### config.mk
export PLATFORM = sky130hd
export DESIGN_NAME = frame_sequencing_system_control
export DESIGN_NICKNAME = d
export VERILOG_FILES = /design/src/frame_ctrl_pkg.sv /design/src/sample_fifo_if.sv /design/src/sample_fifo.sv /design/src/frame_sequencing_system_control.sv
export VERILOG_INCLUDE_DIRS = /design/src
export SDC_FILE = /design/constraint.sdc
export NUM_CORES = 1
export LEC_CHECK = 0
export ABC_AREA = 1
export BUFFER_PORTS_ARGS = -buffer_cell sky130_fd_sc_hd__buf_4
export CORE_UTILIZATION = 54
export DETAILED_ROUTE_END_ITERATION = 8
export GPL_ROUTABILITY_DRIVEN = 0
export PLACE_DENSITY = 0.72
export SLEW_MARGIN = 5
export SYNTH_ARGS = -nofsm -noshare
export SYNTH_HDL_FRONTEND = slang
export SYNTH_SLANG_ARGS = --single-unit
### constraint.sdc
create_clock -name mclk -period 3.56 [get_ports mclk]
set_input_delay 0.712 -clock mclk [delete_from_list [all_inputs] [get_ports mclk]]
set_output_delay 0.712 -clock mclk [all_outputs]
set_load 0.005 [all_outputs]
### src/frame_ctrl_map.svh
`ifndef FRAME_CTRL_MAP_SVH
`define FRAME_CTRL_MAP_SVH

// ----------------------------------------------------------------------------
// register offsets
// ----------------------------------------------------------------------------
`define REG_FIFO_CNT1      8'h06
`define REG_FIFO_CNT2      8'h07
`define REG_FIFO_DATA      8'h08
`define REG_FIFO_CFG2      8'h0A
`define REG_SYS_CTRL1      8'h0C
`define REG_SYS_CTRL2      8'h0D
`define REG_PIN_CFG        8'h10

// ----------------------------------------------------------------------------
// field positions
// ----------------------------------------------------------------------------
`define SC1_NINTH_EN       7
`define SC1_RESTART        6
`define SC1_SYNC_HI        5
`define SC1_SYNC_LO        4
`define SC1_CH2_PD         3
`define SC1_CH1_PD         2
`define SC1_POWER_SAVE     1
`define SC1_SOFT_RESET     0
`define CFG2_FLUSH         4
`define CFG2_ROLLOVER      1
`define PIN_EDGE_POL       0

// ----------------------------------------------------------------------------
// reset values and lost-count limit
// ----------------------------------------------------------------------------
`define SC1_RESET_VAL      8'h00
`define SC2_RESET_VAL      8'h00
`define LOST_MAX           7'h7F

// ----------------------------------------------------------------------------
// timing and sizes
// ----------------------------------------------------------------------------
`define MCLK_HZ            20000000
`define FRAME_CLK_HZ       32768
`define ADC_CLK_HZ         10000000
`define FRAME_TICK_CYCLES  (`MCLK_HZ / `FRAME_CLK_HZ)
`define ADC_DIV_CYCLES     (`MCLK_HZ / `ADC_CLK_HZ)
`define POWERUP_CYCLES     16
`define MEAS_CYCLES        32
`define SRST_CYCLES        8
`define FIFO_DEPTH         16
`define SAMPLE_W           8

`endif

### src/frame_ctrl_pkg.sv
`default_nettype none
package frame_ctrl_pkg;

  // frame sequencer states
  typedef enum logic [1:0] {
    SEQ_IDLE,
    SEQ_POWERUP,
    SEQ_MEASURE
  } seq_state_e;

  // frame synchronisation modes as programmed
  typedef enum logic [1:0] {
    SYNC_INTERNAL  = 2'h0,
    SYNC_ONE_SHOT  = 2'h1,
    SYNC_EXT_CLOCK = 2'h2,
    SYNC_INTERNAL2 = 2'h3
  } sync_mode_e;

endpackage
`default_nettype wire

### src/sample_fifo_if.sv
`timescale 1ns/100ps
`default_nettype none
interface sample_fifo_if #(
  parameter int WIDTH = 8,
  parameter int CNTW  = 5
);
  logic             pushValid;
  logic [WIDTH-1:0] pushData;
  logic             pushReady;
  logic             popValid;
  logic [WIDTH-1:0] popData;
  logic             popReady;
  logic             rollover;
  logic             flush;
  logic             dropped;
  logic [CNTW-1:0]  count;

  // the buffer side
  modport store (
    input  pushValid, pushData, popReady, rollover, flush,
    output pushReady, popValid, popData, dropped, count
  );

  // the side that fills and drains it
  modport user (
    output pushValid, pushData, popReady, rollover, flush,
    input  pushReady, popValid, popData, dropped, count
  );
endinterface
`default_nettype wire

### src/sample_fifo.sv
`timescale 1ns/100ps
`default_nettype none
module sample_fifo #(
  parameter int WIDTH = 8,
  parameter int DEPTH = 16
) (
  input wire logic   clk,
  input wire logic   rst_n,
  sample_fifo_if.store port
);
  localparam int AW = $clog2(DEPTH);
  localparam int CW = AW + 1;

  logic [WIDTH-1:0] mem [DEPTH];
  logic [AW-1:0]    wrPtr_ff;
  logic [AW-1:0]    rdPtr_ff;
  logic [CW-1:0]    count_ff;
  logic [WIDTH-1:0] dataOut_ff;
  logic             pushReady_ff;
  logic             full;
  logic             empty;
  logic             doWrite;
  logic             doPop;
  logic             rollAdvance;
  logic [AW-1:0]    nxt_rdPtr;
  logic [CW-1:0]    nxt_count;

  // ----------------------------------------------------------------------------
  // full handling
  // ----------------------------------------------------------------------------
  assign full        = count_ff == CW'(DEPTH);
  assign empty       = count_ff == '0;
  assign doPop       = port.popReady && !empty;
  assign doWrite     = port.pushValid && (!full || doPop || port.rollover);
  assign rollAdvance = port.pushValid && full && !doPop && port.rollover;
  // on a push to a full buffer with no pop in the same cycle, something is lost either way: the oldest or the new sample
  assign port.dropped = port.pushValid && full && !doPop;
  assign nxt_rdPtr   = (doPop || rollAdvance) ? AW'(rdPtr_ff + 1'b1) : rdPtr_ff;
  assign nxt_count   = port.flush ? '0 :
                       CW'(count_ff + CW'(doWrite) - CW'(doPop || rollAdvance));

  // pointers and fill level, wrapping modulo the depth
  always_ff @(posedge clk) begin
    if (!rst_n || port.flush) begin
      wrPtr_ff <= '0;
      rdPtr_ff <= '0;
      count_ff <= '0;
    end else begin
      if (doWrite) begin
        wrPtr_ff <= AW'(wrPtr_ff + 1'b1);
      end
      rdPtr_ff <= nxt_rdPtr;
      count_ff <= nxt_count;
    end
  end

  // storage, no reset needed
  always_ff @(posedge clk) begin
    if (doWrite) begin
      mem[wrPtr_ff] <= port.pushData;
    end
  end

  // head word kept in a register; bypass avoids a stale word after a write to the head slot
  always_ff @(posedge clk) begin
    if (!rst_n) begin
      dataOut_ff <= '0;
    end else if (doWrite && (wrPtr_ff == nxt_rdPtr)) begin
      dataOut_ff <= port.pushData;
    end else begin
      dataOut_ff <= mem[nxt_rdPtr];
    end
  end

  // ready held low only while full in stop mode
  always_ff @(posedge clk) begin
    if (!rst_n) begin
      pushReady_ff <= 1'b1;
    end else begin
      pushReady_ff <= (nxt_count != CW'(DEPTH)) || port.rollover;
    end
  end

  assign port.pushReady = pushReady_ff;
  assign port.popValid  = !empty;
  assign port.popData   = dataOut_ff;
  assign port.count     = count_ff;
endmodule
`default_nettype wire

### src/frame_sequencing_system_control.sv
`timescale 1ns/100ps
`default_nettype none
`include "frame_ctrl_map.svh"

module frame_sequencing_system_control (
  input  wire logic       mclk,
  input  wire logic       rst_n,
  input  wire logic       regWrEn,
  input  wire logic       regRdEn,
  input  wire logic [7:0] regAddr,
  input  wire logic [7:0] regWrData,
  output logic      [7:0] regRdData,
  input  wire logic       externalSyncPin,
  input  wire logic [15:0] frameRateDivider,
  input  wire logic [7:0] sampleData,
  input  wire logic       sampleValid,
  output logic            sampleReady,
  output logic            frameStart,
  output logic            measActive,
  output logic      [3:0] measIndex,
  output logic            adcSync,
  output logic            frameClkEnable,
  output logic            oscEnable,
  output logic            optical_channel1_powerdown,
  output logic            optical_channel2_powerdown,
  output logic            frameDoneFlag
);

  // ----------------------------------------------------------------------------
  // declarations
  // ----------------------------------------------------------------------------
  logic [7:0]  sysCtrl1_ff;
  logic [7:0]  measEnLow_ff;
  logic        rollover_ff;
  logic        flush_ff;
  logic        edgePol_ff;
  logic [6:0]  lostCount_ff;
  logic [7:0]  regRdData_ff;
  logic [3:0]  srstCnt_ff;
  logic        syncMeta_ff;
  logic        syncPin_ff;
  logic        syncPrev_ff;
  logic [9:0]  tickCnt_ff;
  logic [15:0] divCnt_ff;
  logic [7:0]  phaseCnt_ff;
  logic [3:0]  slot_ff;
  logic        measActive_ff;
  logic        frameStart_ff;
  logic        frameDone_ff;
  logic [3:0]  adcCnt_ff;
  logic        adcSync_ff;
  logic        clkEn_ff;
  logic        oscEn_ff;
  logic        ch1Pd_ff;
  logic        ch2Pd_ff;
  frame_ctrl_pkg::seq_state_e state_ff;

  logic        softRst;
  logic        localRst;
  logic        powerSave;
  logic        wrCtrl1;
  logic        activeEdge;
  logic        internalMode;
  logic        extClkMode;
  logic        oneShotMode;
  logic        intTick;
  logic        frameTick;
  logic        divPulse;
  logic        startFrame;
  logic        phaseLast;
  logic [3:0]  nextIdx;
  logic [8:0]  measEn;
  frame_ctrl_pkg::sync_mode_e syncMode;

  sample_fifo_if #(.WIDTH(`SAMPLE_W), .CNTW(5)) fifoBus ();

  // first enabled measurement at or above a given slot, zero when none is left
  function automatic logic [3:0] firstEnabled(input logic [8:0] en, input logic [3:0] from);
    logic [3:0] found;
    found = 4'h0;
    for (int i = 8; i >= 0; i--) begin
      if (en[i] && ((i + 1) >= int'(from))) begin
        found = 4'(i + 1);
      end
    end
    return found;
  endfunction

  // ----------------------------------------------------------------------------
  // control decode
  // ----------------------------------------------------------------------------
  assign softRst      = sysCtrl1_ff[`SC1_SOFT_RESET];
  assign localRst     = !rst_n || softRst;
  assign powerSave    = sysCtrl1_ff[`SC1_POWER_SAVE];
  assign syncMode     = frame_ctrl_pkg::sync_mode_e'(sysCtrl1_ff[`SC1_SYNC_HI:`SC1_SYNC_LO]);
  assign internalMode = (syncMode == frame_ctrl_pkg::SYNC_INTERNAL) ||
                        (syncMode == frame_ctrl_pkg::SYNC_INTERNAL2);
  assign oneShotMode  = syncMode == frame_ctrl_pkg::SYNC_ONE_SHOT;
  assign extClkMode   = syncMode == frame_ctrl_pkg::SYNC_EXT_CLOCK;
  assign measEn       = {sysCtrl1_ff[`SC1_NINTH_EN], measEnLow_ff};
  assign wrCtrl1      = regWrEn && (regAddr == `REG_SYS_CTRL1);

  // ----------------------------------------------------------------------------
  // register port
  // ----------------------------------------------------------------------------
  // system control one; soft reset itself is cleared only by its own counter
  always_ff @(posedge mclk) begin
    if (!rst_n) begin
      sysCtrl1_ff <= `SC1_RESET_VAL;
    end else if (softRst) begin
      if (srstCnt_ff == 4'(`SRST_CYCLES - 1)) begin
        sysCtrl1_ff <= `SC1_RESET_VAL;
      end
    end else if (wrCtrl1) begin
      sysCtrl1_ff <= regWrData;
    end else if (sysCtrl1_ff[`SC1_RESTART]) begin
      sysCtrl1_ff[`SC1_RESTART] <= 1'b0;
    end
  end

  // soft reset sequence length
  always_ff @(posedge mclk) begin
    if (!softRst) begin
      srstCnt_ff <= 4'h0;
    end else begin
      srstCnt_ff <= 4'(srstCnt_ff + 1'b1);
    end
  end

  // remaining writable configuration, all returned to power-on values by soft reset
  always_ff @(posedge mclk) begin
    if (localRst) begin
      measEnLow_ff <= `SC2_RESET_VAL;
      rollover_ff  <= 1'b0;
      flush_ff     <= 1'b0;
      edgePol_ff   <= 1'b0;
    end else begin
      flush_ff <= 1'b0;
      if (regWrEn && (regAddr == `REG_SYS_CTRL2)) begin
        measEnLow_ff <= regWrData;
      end
      if (regWrEn && (regAddr == `REG_FIFO_CFG2)) begin
        rollover_ff <= regWrData[`CFG2_ROLLOVER];
        flush_ff    <= regWrData[`CFG2_FLUSH];
      end
      if (regWrEn && (regAddr == `REG_PIN_CFG)) begin
        edgePol_ff <= regWrData[`PIN_EDGE_POL];
      end
    end
  end

  // read data is registered; unmapped offsets answer zero
  always_ff @(posedge mclk) begin
    if (!rst_n) begin
      regRdData_ff <= 8'h00;
    end else if (regRdEn) begin
      case (regAddr)
        `REG_FIFO_CNT1: regRdData_ff <= {1'b0, lostCount_ff};
        `REG_FIFO_CNT2: regRdData_ff <= {3'h0, fifoBus.count};
        `REG_FIFO_DATA: regRdData_ff <= fifoBus.popValid ? fifoBus.popData : 8'h00;
        `REG_FIFO_CFG2: regRdData_ff <= {3'h0, flush_ff, 2'h0, rollover_ff, 1'b0};
        `REG_SYS_CTRL1: regRdData_ff <= sysCtrl1_ff;
        `REG_SYS_CTRL2: regRdData_ff <= measEnLow_ff;
        `REG_PIN_CFG:   regRdData_ff <= {7'h00, edgePol_ff};
        default:        regRdData_ff <= 8'h00;
      endcase
    end
  end

  // ----------------------------------------------------------------------------
  // sample fifo
  // ----------------------------------------------------------------------------
  assign fifoBus.pushValid = sampleValid;
  assign fifoBus.pushData  = sampleData;
  assign fifoBus.popReady  = regRdEn && (regAddr == `REG_FIFO_DATA);
  assign fifoBus.rollover  = rollover_ff;
  assign fifoBus.flush     = flush_ff || softRst;

  sample_fifo #(.WIDTH(`SAMPLE_W), .DEPTH(`FIFO_DEPTH)) uFifo (
    .clk   (mclk),
    .rst_n (rst_n),
    .port  (fifoBus.store)
  );

  // lost samples, held at the top rather than wrapping
  always_ff @(posedge mclk) begin
    if (localRst) begin
      lostCount_ff <= 7'h00;
    end else if (fifoBus.dropped && (lostCount_ff != `LOST_MAX)) begin
      lostCount_ff <= 7'(lostCount_ff + 1'b1);
    end
  end

  // ----------------------------------------------------------------------------
  // sync pin and frame timing
  // ----------------------------------------------------------------------------
  // two-stage synchroniser, then an edge history stage
  always_ff @(posedge mclk) begin
    if (!rst_n) begin
      syncMeta_ff <= 1'b0;
      syncPin_ff  <= 1'b0;
      syncPrev_ff <= 1'b0;
    end else begin
      syncMeta_ff <= externalSyncPin;
      syncPin_ff  <= syncMeta_ff;
      syncPrev_ff <= syncPin_ff;
    end
  end

  assign activeEdge = edgePol_ff ? (syncPin_ff && !syncPrev_ff)
                                 : (!syncPin_ff && syncPrev_ff);

  // internal frame clock as an enable; held at zero outside free-running mode
  always_ff @(posedge mclk) begin
    if (localRst || !internalMode || powerSave) begin
      tickCnt_ff <= 10'h000;
    end else if (tickCnt_ff == 10'(`FRAME_TICK_CYCLES - 1)) begin
      tickCnt_ff <= 10'h000;
    end else begin
      tickCnt_ff <= 10'(tickCnt_ff + 1'b1);
    end
  end

  assign intTick   = internalMode && (tickCnt_ff == 10'(`FRAME_TICK_CYCLES - 1));
  assign frameTick = intTick || (extClkMode && activeEdge);

  // frame rate divider; zero and one both give a frame per tick
  always_ff @(posedge mclk) begin
    if (localRst || powerSave || oneShotMode) begin
      divCnt_ff <= 16'h0000;
    end else if (extClkMode && wrCtrl1 && regWrData[`SC1_RESTART]) begin
      divCnt_ff <= 16'h0000;
    end else if (frameTick) begin
      divCnt_ff <= divPulse ? 16'h0000 : 16'(divCnt_ff + 1'b1);
    end
  end

  assign divPulse   = frameTick && ((17'(divCnt_ff) + 17'h00001) >= 17'(frameRateDivider));
  assign startFrame = !powerSave && (divPulse || (oneShotMode && activeEdge) ||
                                     sysCtrl1_ff[`SC1_RESTART]);

  // ----------------------------------------------------------------------------
  // frame sequencer
  // ----------------------------------------------------------------------------
  assign phaseLast = (state_ff == frame_ctrl_pkg::SEQ_POWERUP) ?
                     (phaseCnt_ff == 8'(`POWERUP_CYCLES - 1)) :
                     (phaseCnt_ff == 8'(`MEAS_CYCLES - 1));
  assign nextIdx   = (state_ff == frame_ctrl_pkg::SEQ_POWERUP) ? firstEnabled(measEn, 4'h1) :
                     firstEnabled(measEn, 4'(slot_ff + 1'b1));

  // a new start always wins over the frame in progress
  always_ff @(posedge mclk) begin
    if (localRst || powerSave) begin
      state_ff      <= frame_ctrl_pkg::SEQ_IDLE;
      phaseCnt_ff   <= 8'h00;
      slot_ff       <= 4'h0;
      measActive_ff <= 1'b0;
    end else if (startFrame) begin
      state_ff      <= frame_ctrl_pkg::SEQ_POWERUP;
      phaseCnt_ff   <= 8'h00;
      slot_ff       <= 4'h0;
      measActive_ff <= 1'b0;
    end else begin
      case (state_ff)
        frame_ctrl_pkg::SEQ_IDLE: begin
          phaseCnt_ff <= 8'h00;
        end
        frame_ctrl_pkg::SEQ_POWERUP, frame_ctrl_pkg::SEQ_MEASURE: begin
          if (!phaseLast) begin
            phaseCnt_ff <= 8'(phaseCnt_ff + 1'b1);
          end else if (nextIdx == 4'h0) begin
            state_ff      <= frame_ctrl_pkg::SEQ_IDLE;
            phaseCnt_ff   <= 8'h00;
            slot_ff       <= 4'h0;
            measActive_ff <= 1'b0;
          end else begin
            state_ff      <= frame_ctrl_pkg::SEQ_MEASURE;
            phaseCnt_ff   <= 8'h00;
            slot_ff       <= nextIdx;
            measActive_ff <= 1'b1;
          end
        end
        default: begin
          state_ff <= frame_ctrl_pkg::SEQ_IDLE;
        end
      endcase
    end
  end

  // frame start strobe and done flag; done is cleared in shutdown and by a new frame
  always_ff @(posedge mclk) begin
    if (localRst) begin
      frameStart_ff <= 1'b0;
      frameDone_ff  <= 1'b0;
    end else begin
      frameStart_ff <= startFrame;
      if (powerSave || startFrame) begin
        frameDone_ff <= 1'b0;
      end else if ((state_ff != frame_ctrl_pkg::SEQ_IDLE) && phaseLast && (nextIdx == 4'h0)) begin
        frameDone_ff <= 1'b1;
      end
    end
  end

  // adc sync at the adc rate, only while a measurement runs
  always_ff @(posedge mclk) begin
    if (localRst || !measActive_ff) begin
      adcCnt_ff  <= 4'h0;
      adcSync_ff <= 1'b0;
    end else begin
      adcSync_ff <= adcCnt_ff == 4'h0;
      adcCnt_ff  <= (adcCnt_ff == 4'(`ADC_DIV_CYCLES - 1)) ? 4'h0 : 4'(adcCnt_ff + 1'b1);
    end
  end

  // analog enables; registered so every output leaves a flip-flop
  always_ff @(posedge mclk) begin
    if (localRst) begin
      clkEn_ff <= 1'b0;
      oscEn_ff <= 1'b0;
      ch1Pd_ff <= 1'b0;
      ch2Pd_ff <= 1'b0;
    end else begin
      clkEn_ff <= internalMode && !powerSave;
      oscEn_ff <= !powerSave;
      ch1Pd_ff <= sysCtrl1_ff[`SC1_CH1_PD];
      ch2Pd_ff <= sysCtrl1_ff[`SC1_CH2_PD];
    end
  end

  assign regRdData                  = regRdData_ff;
  assign sampleReady                = fifoBus.pushReady;
  assign frameStart                 = frameStart_ff;
  assign measActive                 = measActive_ff;
  assign measIndex                  = slot_ff;
  assign adcSync                    = adcSync_ff;
  assign frameClkEnable             = clkEn_ff;
  assign oscEnable                  = oscEn_ff;
  assign optical_channel1_powerdown = ch1Pd_ff;
  assign optical_channel2_powerdown = ch2Pd_ff;
  assign frameDoneFlag              = frameDone_ff;
endmodule
`default_nettype wire

After elaboration in Yosys (flattened, before gate mapping)

Memories as Yosys holds them, arrays and structs flattened. A register that Yosys moved wholly into a read port is not among the register bits.
Index checks and enable logic that the tools add are counted.

Memories kept: 1
Flip-flop bits (word level): 107
Input port bits: 46
Output and inout bits: 21
Logic and storage cells: 200
Bits in writable memories: 128

Memories:

| memory    | words | width | rd ports | clocked after Yosys merged registers in | write ports | line              | source |
|---|---|---|---|---|---|---|---|
| uFifo.mem | 16    | 8     | 1        | 1                                       | 1           | sample_fifo.sv:14 | `logic [WIDTH-1:0] mem [DEPTH];` |

$lt $le $gt $ge: 10
Reductions and logical operators: 78
Add/sub/neg operators: 12
Eq/ne operators: 24
Mux-type cells: 41
Bitwise logic cells: 2

Operators by type and width:

| kind                  | number |
|---|---|
| $mux 4                | 21 |
| $pmux 8 s7            | 1 |
| $eq 8x4->1 const B    | 5 |
| $logic_and 1x1->1     | 32 |
| $mux 8                | 4 |
| $add 4x1->4 const B   | 5 |
| $add 16x1->17 const B | 1 |
| $ge 17x16->1          | 1 |
| $logic_or 1x1->1      | 17 |
| $add 16x1->16 const B | 1 |
| $eq 8x3->1 const B    | 2 |
| $eq 8x5->1 const B    | 2 |
| $ge 3x4->1 const A    | 4 |
| $mux 16               | 1 |
| $pmux 8 s2            | 1 |
| $reduce_or 2->1       | 7 |
| $add 10x1->10 const B | 1 |
| $eq 10x10->1 const B  | 1 |
| $logic_not 1->1       | 10 |
| $add 8x1->8 const B   | 1 |
| $ge 2x4->1 const A    | 2 |
| $ge 4x4->1 const A    | 2 |
| $logic_not 4->1       | 2 |
| $mux 1                | 8 |
| other kinds (23)      | 35 |

Longest topological paths before layout

Depth in word-level cells: 18
Mapped depth: 20
Depth with buffers taken out: 20

Cells and area by module

Synthesis repeated with hierarchy kept, for this count alone.

Cells, all modules: 1,438
Area total of the unflattened synthesis: 12,231.7 µm²

Modules (own cells, without submodules):

| module                          | sequential area each (µm²) | area an instance (µm²) | cells an instance | times used |
|---|---|---|---|---|
| sample_fifo                     | 4,284.1                    | 7,004.2                | 698               | 1 |
| frame_sequencing_system_control | 1,861.8                    | 5,227.5                | 740               | 1 |

Least setup slack after synthesis

OpenSTA, ideal clock, no wires.

Kind: in2reg
From: input regAddr[5]
To: register uFifo.pushReady_ff, in the netlist uFifo.port.pushReady
Required time: 3.433 ns
Library setup time: 0.127 ns
Path slack: 0.608 ns
Data arrival time: 2.825 ns
Buffers on the path: 0
Stages: 15
Cell sequence: nor2_2 > nand2_2 > nor3_4 > nand3_4 > o21ai_4 > ha_1 > inv_1 > ha_1 > fa_1 > a21oi_1 > nor2_1 > nor2_1 > xor2_1 > nor2_1 > nand4_1

Cells in the longest elaborated chain, start to end: 11
Elaborated cells between the ends (all ways): 15
Classes of those cells: 2 x add/sub; 2 x eq/ne; 1 x mux; 10 x reduce/logical

RTL lines:

| element                                               | line                                   | source |
|---|---|---|
| start: declaration                                    | frame_sequencing_system_control.sv:10  | `input wire logic [7:0] regAddr,` |
| $eq 8x4->1 (*)                                        | n/a                                    |  |
| $logic_and 1x1->1 (*)                                 | frame_sequencing_system_control.sv:175 | `` assign fifoBus.popReady = regRdEn && (regAddr == `REG_FIFO_DATA); `` |
| $logic_and 1x1->1 (*)                                 | sample_fifo.sv:33                      | `assign doPop = port.popReady && !empty;` |
| $logic_or 1x1->1 or $logic_not 1->1 (tied branches)   | sample_fifo.sv:34, sample_fifo.sv:35   |  |
| $logic_or 1x1->1 or $logic_and 1x1->1 (tied branches) | sample_fifo.sv:34, sample_fifo.sv:35   |  |
| $logic_and 1x1->1, on equally long branches           | sample_fifo.sv:34, sample_fifo.sv:35   |  |
| $add 5x1->5 or $logic_or 1x1->1 (tied branches)       | sample_fifo.sv:40                      | `CW'(count_ff + CW'(doWrite) - CW'(doPop \|\| rollAdvance));` |
| $sub 5x1->5 (*)                                       | sample_fifo.sv:40                      |  |
| $mux 5 (*)                                            | sample_fifo.sv:39                      | `assign nxt_count = port.flush ? '0 :` |
| $ne 5x5->1 (*)                                        | sample_fifo.sv:80                      | `pushReady_ff <= (nxt_count != CW'(DEPTH)) \|\| port.rollover;` |
| $logic_or 1x1->1 (*)                                  | sample_fifo.sv:80                      |  |
| end signal: assignment                                | sample_fifo.sv:80                      |  |
| end: declaration                                      | sample_fifo.sv:19                      | `logic pushReady_ff;` |

Every way passes the cells marked *; elsewhere a longest branch is shown, timed or not.
A chain may end at the register's enable or synchronous reset.

Worst setup path in the final report

From: register divCnt_ff[0]
To: register divCnt_ff[0]

Cells in the longest elaborated chain, start to end: 4
Elaborated cells between the ends (all ways): 5
Classes of those cells: 2 x add/sub; 1 x order compare; 1 x mux; 1 x reduce/logical

RTL lines:

| element                  | line                                   | source |
|---|---|---|
| start: declaration       | frame_sequencing_system_control.sv:44  | `logic [15:0] divCnt_ff;` |
| start signal: assignment | frame_sequencing_system_control.sv:234 | `divCnt_ff <= divPulse ? 16'h0000 : 16'(divCnt_ff + 1'b1);` |
| $add 16x1->17            | frame_sequencing_system_control.sv:238 | `assign divPulse = frameTick && ((17'(divCnt_ff) + 17'h00001) >= 17'(frameRateDivider));` |
| $ge 17x16->1             | frame_sequencing_system_control.sv:238 |  |
| $logic_and 1x1->1        | frame_sequencing_system_control.sv:238 |  |
| $mux 16 (*)              | frame_sequencing_system_control.sv:234 |  |

Marks and branches as above.

==> flow_metrics.tcl <==
set metrics [dict create \
    p_leak_nw 5.74 \
    fin_tns_setup_ns 0 \
    ioPinCount 67 \
    critPathLaunchType "flip-flop" \
    path_cells "ha_1 -> nand3_1 -> nor3_2 -> nand2_1 -> nor2_4 -> nand3_1 -> nor2_1 -> xor2_1 -> inv_1 -> ha_1 -> a21oi_1 -> o21ai_0 -> nand4_1 -> nand3_1 -> nor2_1 -> nand3b_1 -> nand2_2 -> buf_6 -> nand2_1 -> nor3_1" \
    startpoint "divCnt_ff[0]$_SDFFE_PP0P_" \
    antenna_found_initial 0 \
    grt_overflow 0 \
    portBuffers 66 \
    critPathMaxFanout 14 \
    yosysWarnings 0 \
    fillers 1778 \
    clockRootBuffer "clkbuf_16" \
    cts_sinks 243 \
    htree_num_levels 1 \
    ys.flop_type "edfxtp_1" \
    yosys-top-cells-count "273 x nand2_1, 196 x inv_1, 167 x nand3_1" \
    grt_max_degree 57 \
    hold_violations 0 \
    cts_made_buffers 26 \
    dp_hpwl_mm 18.4 \
    worst_ir_drop_vdd_mv 0.429 \
    setup_viol 0 \
    synthArstFlopShare 0 \
    syn_inst 1384 \
    worst_slew_pin_slew_ns 1.09 \
    insertion_delay_ns 0.54 \
    avgViaCountPerCell 5.34 \
    crit_arrival_ns 3.71 \
    synth_top_area_share 0.321 \
    grt_pass1_wl_mm 42.6 \
    start_util 0.550 \
    final_layout_size_suffix_gt1_frac 0.114 \
    first_iter_violations 535 \
    netlist-cell-type-count 48 \
    fin_area_um2 13700 \
    hp-start "externalSyncPin" \
    ys_seq_area_frac 0.513 \
    clock_skew_ns 0.0196 \
    vias 9455 \
    max_freq_mhz 307 \
    crit_buf_inv 2 \
    wl_mm 27.1 \
    critPathTopFamily "simple AND/OR/NAND/NOR gates" \
    clockBufferDepth 3 \
    syn_area_um2 12000 \
    hp-class "primary input to flip-flop" \
    slew-limit-headroom 0.276 \
    crit_top_cell "nand3_1" \
    nNetsFinal 1561 \
    ys_ff_latch 243 \
    cts_tree "built" \
    status "completed" \
    syn_nets 1476 \
    synth_top_area_cell "edfxtp_1" \
    die_w_um 151 \
    holdBufCountCts 0 \
    cap_violations 0 \
    end_kind "flip-flop" \
    power_density_nw_per_um2 464 \
    period_minus_slack_ns 3.26 \
    die_h_um 151 \
    firstDrtPassIters 5 \
    avgSynthCellArea_um2 8.65 \
    netlist_top_cells_area "edfxtp_1 32%, dfxtp_1 19%, nand2_1 8.6%" \
    avgRoutedWirePerCell_um 15.3 \
    clk_pin_slew_ns 0.06 \
    grt_pass1_vias 8893 \
    grt_usage 0.238 \
    row_count 54 \
    slowest_delay_ns 0.38 \
    crit_type "flip-flop to flip-flop" \
    drcViolationCount 0 \
    slew_viol_final 0 \
    synth-edff-count 128 \
    drtAntennaViolNets 0 \
    yosysMostFrequentCell "nand2_1" \
    reg2reg_from "divCnt_ff[0]$_SDFFE_PP0P_" \
    core-area_um2 21800 \
    area_growth_pct 14.8 \
    design.die.area_um2 22800 \
    num_antenna_cells 0 \
    cp.required_ns 4.01 \
    slowest_stage "dfxtp_1" \
    finalCritPeriodShare 0.914 \
    placed_cell_area_um2 12800 \
]
## area by class of cell
cell class / count / area (µm²) / share of cell area
sequential: 243 / 6150 / 0.447
clock inverter: 10 / 133 / 0.00965
clock buffer: 38 / 737 / 0.0536
timing repair buffer: 97 / 744 / 0.0542
inverter: 200 / 753 / 0.0548
tap: 280 / 350 / 0.0255
multi-input combinational: 901 / 4880 / 0.355
## registers in the layout (all words and copies together), names as in the netlist, 2 cells and up
signal	flops
adcCnt_ff	4
divCnt_ff	16
lostCount_ff	7
measEnLow_ff	8
measIndex	4
phaseCnt_ff	8
regRdData	8
srstCnt_ff	4
state_ff	2
sysCtrl1_ff	8
tickCnt_ff	10
uFifo.mem	128
uFifo.port.count	5
uFifo.port.popData	8
uFifo.rdPtr_ff	4
uFifo.wrPtr_ff	4
## path summary, 6_finish.rpt
kind                          endpoint  slack [ns]  cells past startpoint
min             syncMeta_ff$_SDFF_PN0_        0.39                      3
max reg2reg  divCnt_ff[0]$_SDFFE_PP0P_        0.30                     20
max          divCnt_ff[0]$_SDFFE_PP0P_        0.30                     20
min reg2reg      syncPin_ff$_SDFF_PN0_        0.42                      2
## cell families (layout without fill, tap and decap cells)
group,count (synthesis),after routing,share of synthesized area
XOR/XNOR,30,30,0.0220
AO/OA/AOI/OAI,144,144,0.0675
flip-flops,243,243,0.513
AND/OR/NAND/NOR,680,681,0.266
adder cells (fa/ha/maj),46,46,0.0487
buffers and inverters,241,345,0.0819
## power breakdown
group,switching (mW),total (mW),internal (mW)
Clock,1.10,2.69,1.59
Sequential,0.0374,3.08,3.04
Combinational,0.388,0.603,0.216
Total,1.52,6.38,4.85
## metrics by stage
stage	hold slack (ns)	setup slack (ns)	util	power, mW	instances
floorplan	0.390	0.608	-	3.53	1384
global placement	0.408	0.415	0.590	3.72	1719
detailed placement	0.407	0.295	0.590	3.74	1719
CTS	0.378	0.227	0.630	6.41	1767
global route	0.396	-0.00714	0.632	6.61	1769
finish	0.394	0.305	0.632	6.38	1769
## layer usage
layer / vias to the layer above / global-route usage / routed length (µm) / part of all wire
li1: 4775 / - / - / -
met1: 4387 / 0.295 / 11500 / 0.43
met2: 237 / 0.426 / 13500 / 0.50
met3: 56 / 0.0280 / 1300 / 0.048
met4: 0 / 0.0845 / 791 / 0.029
met5: - / 0 / 0 / 0
## worst reg2reg max path, cell delays in order (launching register included)
cell	delay (ns)
dfxtp_1	0.38
ha_1	0.21
nand3_1	0.15
nor3_2	0.25
nand2_1	0.12
nor2_4	0.13
nand3_1	0.13
nor2_1	0.16
xor2_1	0.15
inv_1	0.07
ha_1	0.31
a21oi_1	0.13
o21ai_0	0.10
nand4_1	0.09
nand3_1	0.06
nor2_1	0.08
nand3b_1	0.10
nand2_2	0.16
buf_6	0.18
nand2_1	0.09
nor3_1	0.13
## timing repair
| action | in CTS | in global routing |
|---|---|---|
| hold endpoints to repair | 0 | 0 |
| resized for setup | 0 | 5 |
| setup endpoints to repair | 0 | 17 |
| setup buffers | 0 | 1 |
## layout by cell type (no fill, tap or decap), drive strengths merged, types with 15 or more instances in the layout
master | synthesis | final
edfxtp | 128 | 128
nand3 | 170 | 171
xor2 | 20 | 20
inv | 199 | 199
clkbuf | 9 | 38
a21oi | 76 | 76
nand2 | 277 | 277
nand3b | 59 | 59
dfxtp | 115 | 115
ha | 45 | 45
nand4 | 15 | 15
buf | 32 | 97
nor3 | 26 | 26
o21ai | 48 | 48
nor2 | 117 | 117
Power figures use the tool's default switching activity.
